**config.mk**
```make
export PLATFORM = sky130hd
export DESIGN_NAME = otg_irq_gpio_regs
export DESIGN_NICKNAME = d
export VERILOG_FILES = /design/src/otg_pkg.sv /design/src/otg_reg_if.sv /design/src/otg_i2c_target.sv /design/src/otg_irq_gpio_regs.sv
export SDC_FILE = /design/constraint.sdc
export NUM_CORES = 1
export LEC_CHECK = 0
export BUFFER_PORTS_ARGS = -buffer_cell sky130_fd_sc_hd__buf_2
export CORE_MARGIN = 5
export CORE_UTILIZATION = 40
export CTS_CLUSTER_DIAMETER = 60
export CTS_CLUSTER_SIZE = 24
export DETAILED_ROUTE_END_ITERATION = 10
export PLACE_DENSITY = 0.63
export SLEW_MARGIN = 30
export SYNTH_ARGS = -nofsm -noshare
export SYNTH_HDL_FRONTEND = slang
export SYNTH_SLANG_ARGS = --single-unit
```
**constraint.sdc**
```tcl
create_clock -name clk_sys -period 6.1 [get_ports clk_sys]
set_input_delay 0 -clock clk_sys [delete_from_list [all_inputs] [get_ports clk_sys]]
set_output_delay 0 -clock clk_sys [all_outputs]
set_load 0.005 [all_outputs]
```
**src/otg_pkg.sv**
```systemverilog
/*
 * constants of the transceiver interrupt and general pin register block:
 * register addresses, event bit positions and reset values.
 * assumes an eight-bit register space reached over a two-wire serial link.
 */
package otg_pkg;
	// source state and paired set/clear addresses of the event registers
	localparam logic [7:0] ADDR_SOURCE_STATE = 8'h08;
	localparam logic [7:0] ADDR_EVENT_LATCH_SET = 8'h0a;
	localparam logic [7:0] ADDR_EVENT_LATCH_CLEAR = 8'h0b;
	localparam logic [7:0] ADDR_FALLING_MASK_SET = 8'h0c;
	localparam logic [7:0] ADDR_FALLING_MASK_CLEAR = 8'h0d;
	localparam logic [7:0] ADDR_RISING_MASK_SET = 8'h0e;
	localparam logic [7:0] ADDR_RISING_MASK_CLEAR = 8'h0f;
	// general pin registers
	localparam logic [7:0] ADDR_PIN_DIRECTION_SET = 8'h14;
	localparam logic [7:0] ADDR_PIN_DIRECTION_CLEAR = 8'h15;
	localparam logic [7:0] ADDR_PIN_LEVEL_SET = 8'h16;
	localparam logic [7:0] ADDR_PIN_LEVEL_CLEAR = 8'h17;
	localparam logic [7:0] ADDR_PIN_INPUT_STATE = 8'h18;
	localparam logic [7:0] ADDR_PIN_EVENT_LATCH_SET = 8'h1a;
	localparam logic [7:0] ADDR_PIN_EVENT_LATCH_CLEAR = 8'h1b;
	// event source bit positions
	localparam int BIT_BUS_VOLTAGE_VALID = 0;
	localparam int BIT_SESSION_VALID = 1;
	localparam int BIT_PLUS_LINE_HIGH = 2;
	localparam int BIT_IDENTITY_GROUNDED = 3;
	localparam int BIT_MINUS_LINE_HIGH = 4;
	localparam int BIT_IDENTITY_OPEN = 5;
	localparam int BIT_SESSION_END = 6;
	localparam int BIT_CAR_KIT_EVENT = 7;
	// values after reset, and the last bit index of a byte
	localparam logic [7:0] RESET_REG = 8'h00;
	localparam logic [7:0] RESET_READ_UNMAPPED = 8'h00;
	localparam logic [2:0] LAST_BIT = 3'h7;
endpackage

```
**src/otg_reg_if.sv**
```systemverilog
/*
 * register access carrier between the serial target and the register file.
 * assumes one clock domain; the strobe is a single-cycle pulse.
 */
interface otg_reg_if;
	logic wr_stb;
	logic [7:0] wr_addr;
	logic [7:0] wr_data;
	logic [7:0] rd_addr;
	logic [7:0] rd_data;
	modport target (output wr_stb, output wr_addr, output wr_data, output rd_addr, input rd_data);
	modport regs (input wr_stb, input wr_addr, input wr_data, input rd_addr, output rd_data);
endinterface
```
**src/otg_i2c_target.sv**
```systemverilog
/*
 * two-wire serial target: address match, register pointer, byte writes
 * and reads with pointer increment.
 * assumes scl and sda inputs already synchronous to clk_sys, and a clock
 * far slower than clk_sys so every level is seen for several cycles.
 */
module otg_i2c_target
	import otg_pkg::*;
#(
	parameter logic [6:0] DEV_ADDR = 7'h2a
) (
	input wire logic clk_sys,
	input wire logic nrst,
	input wire logic scl_in,
	input wire logic sda_in,
	output logic sda_out,
	output logic sda_oe,
	otg_reg_if.target bus
);
	typedef enum logic [2:0] {
		st_idle, st_addr, st_addr_ack, st_write, st_write_ack, st_read, st_read_ack
	} otg_tgt_state_t;

	otg_tgt_state_t state;
	logic scl_q, sda_q, full, rw, ptr_pending, nack, drive_low;
	logic [7:0] shreg, ptr;
	logic [2:0] bitcnt;
	logic scl_rise, scl_fall, start_seen, stop_seen;

	// line events from the previous sample
	assign scl_rise = scl_in & ~scl_q;
	assign scl_fall = ~scl_in & scl_q;
	assign start_seen = scl_in & scl_q & sda_q & ~sda_in;
	assign stop_seen = scl_in & scl_q & ~sda_q & sda_in;
	assign sda_out = 1'b0; // open drain: only ever pulls low
	assign sda_oe = drive_low;
	assign bus.rd_addr = ptr;

	// previous line levels
	always_ff @(posedge clk_sys or negedge nrst) begin
		if (!nrst) begin
			scl_q <= 1'b1;
			sda_q <= 1'b1;
		end else begin
			scl_q <= scl_in;
			sda_q <= sda_in;
		end
	end

	// protocol sequencer
	always_ff @(posedge clk_sys or negedge nrst) begin
		if (!nrst) begin
			state <= st_idle;
			shreg <= RESET_REG;
			ptr <= RESET_REG;
			bitcnt <= 3'h0;
			full <= 1'b0;
			rw <= 1'b0;
			ptr_pending <= 1'b0;
			nack <= 1'b0;
			drive_low <= 1'b0;
			bus.wr_stb <= 1'b0;
			bus.wr_addr <= RESET_REG;
			bus.wr_data <= RESET_REG;
		end else begin
			bus.wr_stb <= 1'b0;
			if (start_seen) begin
				state <= st_addr;
				bitcnt <= 3'h0;
				full <= 1'b0;
				drive_low <= 1'b0;
			end else if (stop_seen) begin
				state <= st_idle;
				drive_low <= 1'b0;
			end else begin
				unique case (state)
					st_idle: begin
						drive_low <= 1'b0;
					end
					st_addr, st_write: begin
						if (scl_rise && !full) begin
							shreg <= {shreg[6:0], sda_in};
							bitcnt <= bitcnt + 3'h1;
							full <= (bitcnt == LAST_BIT);
						end else if (scl_fall && full) begin
							full <= 1'b0;
							if (state == st_addr) begin
								rw <= shreg[0];
								drive_low <= (shreg[7:1] == DEV_ADDR);
								state <= (shreg[7:1] == DEV_ADDR) ? st_addr_ack : st_idle;
							end else begin
								drive_low <= 1'b1;
								state <= st_write_ack;
								if (ptr_pending) begin
									ptr <= shreg; // first byte sets the register pointer
									ptr_pending <= 1'b0;
								end else begin
									bus.wr_stb <= 1'b1;
									bus.wr_addr <= ptr;
									bus.wr_data <= shreg;
									ptr <= ptr + 8'h01;
								end
							end
						end
					end
					st_addr_ack: begin
						if (scl_fall) begin
							bitcnt <= 3'h0;
							if (rw) begin
								shreg <= bus.rd_data;
								drive_low <= ~bus.rd_data[7];
								state <= st_read;
							end else begin
								drive_low <= 1'b0;
								ptr_pending <= 1'b1;
								state <= st_write;
							end
						end
					end
					st_write_ack: begin
						if (scl_fall) begin
							drive_low <= 1'b0;
							bitcnt <= 3'h0;
							state <= st_write;
						end
					end
					st_read: begin
						if (scl_fall) begin
							if (bitcnt == LAST_BIT) begin
								drive_low <= 1'b0; // release for the controller's ack
								ptr <= ptr + 8'h01;
								state <= st_read_ack;
							end else begin
								shreg <= {shreg[6:0], 1'b0};
								drive_low <= ~shreg[6];
								bitcnt <= bitcnt + 3'h1;
							end
						end
					end
					st_read_ack: begin
						if (scl_rise) begin
							nack <= sda_in;
						end else if (scl_fall) begin
							bitcnt <= 3'h0;
							if (nack) begin
								state <= st_idle;
							end else begin
								shreg <= bus.rd_data;
								drive_low <= ~bus.rd_data[7];
								state <= st_read;
							end
						end
					end
				endcase
			end
		end
	end
endmodule

```
**src/otg_irq_gpio_regs.sv**
```systemverilog
/*
 * interrupt latch, edge masks and general pin registers of an otg
 * transceiver, reached through a two-wire serial target.
 * assumes event sources and pin inputs synchronous to clk_sys.
 */
// Behaviour
// - sticky event and pin latches, set/clear pairs
// - falling mask enables true-to-false interrupts
// - clearing mask bit stops that edge
// - rising mask enables false-to-true interrupts
// - direction set makes pin output
// - direction clear makes pin input
// - level set drives pin high
// - level clear drives pin low
// - input register returns sampled pin levels
// - fixed event bit positions everywhere
// - set/clear addresses read contents; ones act
module otg_irq_gpio_regs
	import otg_pkg::*;
#(
	parameter int NUM_PINS = 3,
	parameter logic [6:0] DEV_ADDR = 7'h2a // arbitrary value
) (
	input wire logic clk_sys,
	input wire logic nrst,
	input wire logic scl_in,
	input wire logic sda_in,
	output logic sda_out,
	output logic sda_oe,
	input wire logic [7:0] event_src,
	input wire logic [NUM_PINS-1:0] pin_in,
	output logic [NUM_PINS-1:0] pin_out,
	output logic [NUM_PINS-1:0] pin_oe,
	output logic irq
);
	if (NUM_PINS < 1 || NUM_PINS > 8) begin : g_bad_pins
		$error("NUM_PINS must be 1 to 8");
	end

	localparam logic [7:0] PIN_MASK = 8'(16'h00ff >> (8 - NUM_PINS));

	otg_reg_if bus ();

	// stored registers
	logic [7:0] event_latch;
	logic [7:0] falling_mask;
	logic [7:0] rising_mask;
	logic [7:0] pin_direction;
	logic [7:0] pin_level;
	logic [7:0] pin_event_latch;
	// last samples of the sources and pins
	logic [7:0] src_state;
	logic [7:0] pin_state;
	logic sampled;
	// edge terms
	logic [7:0] src_rise;
	logic [7:0] src_fall;
	logic [7:0] event_hit;
	logic [7:0] pin_hit;
	// write data and decoded write strobes
	logic [7:0] wr_set;
	logic [7:0] wr_clr;
	logic [7:0] pin_in_wide;
	logic wr_event_set;
	logic wr_event_clr;
	logic wr_pin_event_set;
	logic wr_pin_event_clr;
	logic wr_falling_set;
	logic wr_falling_clr;
	logic wr_rising_set;
	logic wr_rising_clr;
	logic wr_dir_set;
	logic wr_dir_clr;
	logic wr_level_set;
	logic wr_level_clr;

	otg_i2c_target #(
		.DEV_ADDR(DEV_ADDR)
	) u_target (
		.clk_sys(clk_sys),
		.nrst(nrst),
		.scl_in(scl_in),
		.sda_in(sda_in),
		.sda_out(sda_out),
		.sda_oe(sda_oe),
		.bus(bus)
	);

	assign pin_in_wide = 8'(pin_in);

	// source and pin sampling; the first sample after reset raises no edge
	always_ff @(posedge clk_sys or negedge nrst) begin
		if (!nrst) begin
			src_state <= RESET_REG;
			pin_state <= RESET_REG;
			sampled <= 1'b0;
		end else begin
			src_state <= event_src;
			pin_state <= pin_in_wide & PIN_MASK;
			sampled <= 1'b1;
		end
	end

	// edge detection against the last sample; source edges gated by the masks, any pin change counts
	assign src_rise = sampled ? (event_src & ~src_state) : RESET_REG;
	assign src_fall = sampled ? (~event_src & src_state) : RESET_REG;
	assign event_hit = (src_rise & rising_mask) | (src_fall & falling_mask);
	assign pin_hit = sampled ? ((pin_in_wide & PIN_MASK) ^ pin_state) : RESET_REG;

	// write data spread over the set and clear halves of a pair
	assign wr_set = bus.wr_stb ? bus.wr_data : RESET_REG;
	assign wr_clr = bus.wr_stb ? bus.wr_data : RESET_REG;

	// one strobe per writable address; read-only and unmapped ones decode to nothing
	assign wr_event_set = bus.wr_stb && (bus.wr_addr == ADDR_EVENT_LATCH_SET);
	assign wr_event_clr = bus.wr_stb && (bus.wr_addr == ADDR_EVENT_LATCH_CLEAR);
	assign wr_pin_event_set = bus.wr_stb && (bus.wr_addr == ADDR_PIN_EVENT_LATCH_SET);
	assign wr_pin_event_clr = bus.wr_stb && (bus.wr_addr == ADDR_PIN_EVENT_LATCH_CLEAR);
	assign wr_falling_set = bus.wr_stb && (bus.wr_addr == ADDR_FALLING_MASK_SET);
	assign wr_falling_clr = bus.wr_stb && (bus.wr_addr == ADDR_FALLING_MASK_CLEAR);
	assign wr_rising_set = bus.wr_stb && (bus.wr_addr == ADDR_RISING_MASK_SET);
	assign wr_rising_clr = bus.wr_stb && (bus.wr_addr == ADDR_RISING_MASK_CLEAR);
	assign wr_dir_set = bus.wr_stb && (bus.wr_addr == ADDR_PIN_DIRECTION_SET);
	assign wr_dir_clr = bus.wr_stb && (bus.wr_addr == ADDR_PIN_DIRECTION_CLEAR);
	assign wr_level_set = bus.wr_stb && (bus.wr_addr == ADDR_PIN_LEVEL_SET);
	assign wr_level_clr = bus.wr_stb && (bus.wr_addr == ADDR_PIN_LEVEL_CLEAR);

	// event latch: hardware set wins over a clear in the same cycle
	always_ff @(posedge clk_sys or negedge nrst) begin
		if (!nrst) begin
			event_latch <= RESET_REG;
		end else if (wr_event_set) begin
			event_latch <= event_latch | wr_set | event_hit;
		end else if (wr_event_clr) begin
			event_latch <= (event_latch & ~wr_clr) | event_hit;
		end else begin
			event_latch <= event_latch | event_hit;
		end
	end

	// pin event latch: any level change on an implemented pin
	always_ff @(posedge clk_sys or negedge nrst) begin
		if (!nrst) begin
			pin_event_latch <= RESET_REG;
		end else if (wr_pin_event_set) begin
			pin_event_latch <= (pin_event_latch | wr_set | pin_hit) & PIN_MASK;
		end else if (wr_pin_event_clr) begin
			pin_event_latch <= ((pin_event_latch & ~wr_clr) | pin_hit) & PIN_MASK;
		end else begin
			pin_event_latch <= pin_event_latch | pin_hit;
		end
	end

	// falling edge mask
	always_ff @(posedge clk_sys or negedge nrst) begin
		if (!nrst) begin
			falling_mask <= RESET_REG;
		end else if (wr_falling_set) begin
			falling_mask <= falling_mask | wr_set;
		end else if (wr_falling_clr) begin
			falling_mask <= falling_mask & ~wr_clr;
		end
	end

	// rising edge mask
	always_ff @(posedge clk_sys or negedge nrst) begin
		if (!nrst) begin
			rising_mask <= RESET_REG;
		end else if (wr_rising_set) begin
			rising_mask <= rising_mask | wr_set;
		end else if (wr_rising_clr) begin
			rising_mask <= rising_mask & ~wr_clr;
		end
	end

	// pin direction, only implemented pins can be set
	always_ff @(posedge clk_sys or negedge nrst) begin
		if (!nrst) begin
			pin_direction <= RESET_REG;
		end else if (wr_dir_set) begin
			pin_direction <= (pin_direction | wr_set) & PIN_MASK;
		end else if (wr_dir_clr) begin
			pin_direction <= pin_direction & ~wr_clr;
		end
	end

	// pin output level, only implemented pins can be set
	always_ff @(posedge clk_sys or negedge nrst) begin
		if (!nrst) begin
			pin_level <= RESET_REG;
		end else if (wr_level_set) begin
			pin_level <= (pin_level | wr_set) & PIN_MASK;
		end else if (wr_level_clr) begin
			pin_level <= pin_level & ~wr_clr;
		end
	end

	// per-pin drive: level and direction go out unmasked, each on its own output
	for (genvar i = 0; i < NUM_PINS; i++) begin : g_pin
		assign pin_out[i] = pin_level[i];
		assign pin_oe[i] = pin_direction[i];
	end

	// interrupt stays up while any latch bit is set
	assign irq = |event_latch | |pin_event_latch;

	// read mux: both addresses of a pair return the same contents
	always_comb begin
		unique case (bus.rd_addr)
			ADDR_SOURCE_STATE: bus.rd_data = src_state;
			ADDR_EVENT_LATCH_SET, ADDR_EVENT_LATCH_CLEAR: bus.rd_data = event_latch;
			ADDR_FALLING_MASK_SET, ADDR_FALLING_MASK_CLEAR: bus.rd_data = falling_mask;
			ADDR_RISING_MASK_SET, ADDR_RISING_MASK_CLEAR: bus.rd_data = rising_mask;
			ADDR_PIN_DIRECTION_SET, ADDR_PIN_DIRECTION_CLEAR: bus.rd_data = pin_direction;
			ADDR_PIN_LEVEL_SET, ADDR_PIN_LEVEL_CLEAR: bus.rd_data = pin_level;
			ADDR_PIN_INPUT_STATE: bus.rd_data = pin_state;
			ADDR_PIN_EVENT_LATCH_SET, ADDR_PIN_EVENT_LATCH_CLEAR: bus.rd_data = pin_event_latch;
			default: bus.rd_data = RESET_READ_UNMAPPED;
		endcase
	end
endmodule

```
==> flow_metrics.py <==
metrics = {
    "yosys": {
        "netlist_instances": 599,
        "syn_nets": 620,
        "avgSynthCellArea_sq_um": 9.18,
        "synthArstFlopShare": 1.00,
        "synth_edf_count": 0,
        "yosysUniqueCellTypes": 70,
        "synth_top_cell_area_share": 0.451,
        "synth_ff_type": "dfrtp_1",
        "synth_area_sq_um": 5500,
        "ys.warnings.count": 0,
        "yosysSeqAreaShare": 0.460,
        "synth_area_leaders": "dfrtp_1, nand2_1, o21ai_0",
        "synth-seq-cells": 101,
        "synth_area_leader_cell": "dfrtp_1",
    },
    "clock_tree": {
        "clock_latency_ns": 0.36,
        "post-cts-setup-buffer-count": 0,
        "numCtsBuffers": 9,
        "hold_buffers": 14,
        "cts_resized": 0,
        "clockBufferDepth": 2,
        "cts-root-buf": "clkbuf_16",
        "clkTransAtPathRegs_ns": 0.07,
        "cts_tree": "built",
        "clkSinkCount": 101,
        "htreeDepth": 3,
    },
    "timing": {
        "fmax_mhz": 389,
        "skew_ns": 0.00716,
        "fin_crit_ns": 2.57,
        "worstMarginPinSlew_ns": 0.820,
        "slew_viol_final": 0,
        "slew_headroom": 0.451,
        "tns_ns": 0,
        "hold_viol_final": 0,
        "rsz0062_at_grt": "no",
        "setup_viol": 0,
        "fin_crit_sh": 0.421,
    },
    "setup_path": {
        "reg2reg_depth": 7,
        "r2r_slack_ns": 3.53,
        "cp_max_fo": 13,
        "crit_type": "reg2reg",
        "cp.arrival_ns": 2.81,
        "cp-start-kind": "flip-flop",
        "required_ns": 6.33,
        "cp-end-kind": "flip-flop",
        "rr_startpoint": "u_target.bus.rd_addr[0]",
        "r2r-end": "u_target.sda_oe",
    },
    "placed_design": {
        "numPlacedInstances": 757,
        "port_buffers": 22,
        "place_congestion": 0.939,
        "dp_hpwl_microns": 10700,
    },
    "cells_and_area": {
        "fin_nets": 627,
        "syn2layout_area_growth_pct": 10.2,
        "final_cells": 787,
        "final_cell_mix": "nand2_1, dfrtp_1, o21ai_0, a21oi_1",
        "final_util": 0.454,
        "drive_above_1_share": 0.115,
        "insertedDiodeCount": 0,
        "final_common_cell": "nand2_1",
    },
    "floorplanning": {
        "die_y_microns": 127,
        "rows": 42,
        "io_pins": 24,
        "core_area_sq_um": 13300,
        "initial_core_util": 0.412,
        "die-area_sq_um": 16200,
        "die_x_microns": 127,
    },
    "power_and_ir_drop": {
        "ir_drop_mv": 0.159,
        "leakage_uw": 0.00252,
        "p_per_area_nw_per_um2": 278,
    },
    "grt": {
        "overflow": 0,
        "grt_max_degree": 54,
        "grt_pass1_vias": 4396,
        "grt_pass1_wl_microns": 24100,
        "antenna_found_initial": 0,
        "grt_util_all_layers": 0.190,
    },
    "drt": {
        "firstDrtPassIters": 5,
        "drc": 0,
        "drt-total-wl_microns": 15000,
        "ant_nets": 0,
        "vias_per_cell": 5.81,
        "initialDrtViolationCount": 387,
        "routedWlPerCell_microns": 19.1,
        "vias": 4572,
    },
    "worst_hold_path": {
        "hold_path_class": "in2async",
    },
    "status": {
        "outcome": "complete, no violations",
    },
    "job": {
        "maxCapViolCount": 0,
    },
}
## cells in the mapped netlist, types with 5 or more instances
| cell type | count |
|---|---|
| a22oi_1 | 9 |
| clkbuf_1 | 20 |
| inv_1 | 11 |
| ha_1 | 6 |
| a31oi_1 | 5 |
| buf_4 | 8 |
| nand2b_1 | 7 |
| dfrtp_1 | 99 |
| nor2_1 | 16 |
| a21oi_1 | 28 |
| mux2_2 | 15 |
| and3_1 | 8 |
| o2bb2ai_1 | 5 |
| xor2_1 | 5 |
| nand2_1 | 130 |
| nand3_1 | 21 |
| nand3b_1 | 15 |
| nor3_1 | 6 |
| nor2b_1 | 9 |
| o211ai_1 | 14 |
| mux2i_1 | 7 |
| o21ai_0 | 41 |
| a22o_1 | 19 |
| buf_2 | 7 |
| a21boi_0 | 7 |
## kinds of logic after synthesis
| family | count (synthesis) | synth area share |
|---|---|---|
| AOI/OAI and AO/OA | 162 | 0.199 |
| xor gates and xnor gates | 5 | 0.00797 |
| adders and majority gates | 6 | 0.0137 |
| buffers and inverters | 53 | 0.0487 |
| DFF | 101 | 0.460 |
| muxes | 22 | 0.0435 |
| other | 2 | 0.00137 |
| and+or+nand+nor | 248 | 0.226 |
## critical path: stages (launching register included)
cell	delay, ns
dfrtp_1	0.43
inv_1	0.14
ha_1	0.37
or2_2	0.35
a221oi_1	0.13
or4_4	0.53
and3_1	0.21
o311a_1	0.29
## layer usage
layer  global-route usage  up-vias  part of all wire
met5                    0        -                 0
met4               0.0650        0             0.022
met3               0.0388       24             0.057
met2                0.289      152              0.46
met1                0.272     2246              0.46
li1                     -     2150                 -
## final cells by class
class                   instances  area, sq um
repair buffers                 38          268
well taps                     176          220
multi-input cells             445         2710
clock inverters                 3         45.0
clock buffers                  13          250
inverters                      11         41.3
flip-flops and latches        101         2530
fillers                      1268         7290
## power by group
group	internal (uW)	switching [uW]	leakage (uW)	total (uW)
Sequential	743	134	0.00127	876
Clock	330	257	0.000136	587
Combinational	104	117	0.00112	221
## through the flow
| stage | area [sq um] | hold slack [ns] | worst slack [ns] | power, uW |
|---|---|---|---|---|
| detailed placement | 5620 | 0.0783 | 3.54 | 1100 |
| global placement | 5620 | 0.0758 | 3.56 | 1090 |
| CTS | 6060 | 0.262 | 3.53 | 1690 |
| global route | 6060 | 0.305 | 3.31 | 1770 |
| floorplan | 5500 | -0.296 | 4.05 | 1000 |
| finish | 6060 | 0.211 | 3.53 | 1680 |
## how the worst max path moves through the flow
stage                            start                       to  slack [ns]
6_report       u_target.bus.rd_addr[0]          u_target.sda_oe        3.53
5_1_grt              u_target.state[0]  u_target.bus.wr_addr[4]        3.31
4_1_cts        u_target.bus.rd_addr[0]          u_target.sda_oe        3.53
3_5_place_dp   u_target.bus.rd_addr[0]          u_target.sda_oe        3.54
3_3_place_gp         u_target.state[2]  u_target.bus.rd_addr[6]        3.56
2_1_floorplan  u_target.bus.rd_addr[0]          u_target.sda_oe        4.05
(Power assumes the default switching activity.)
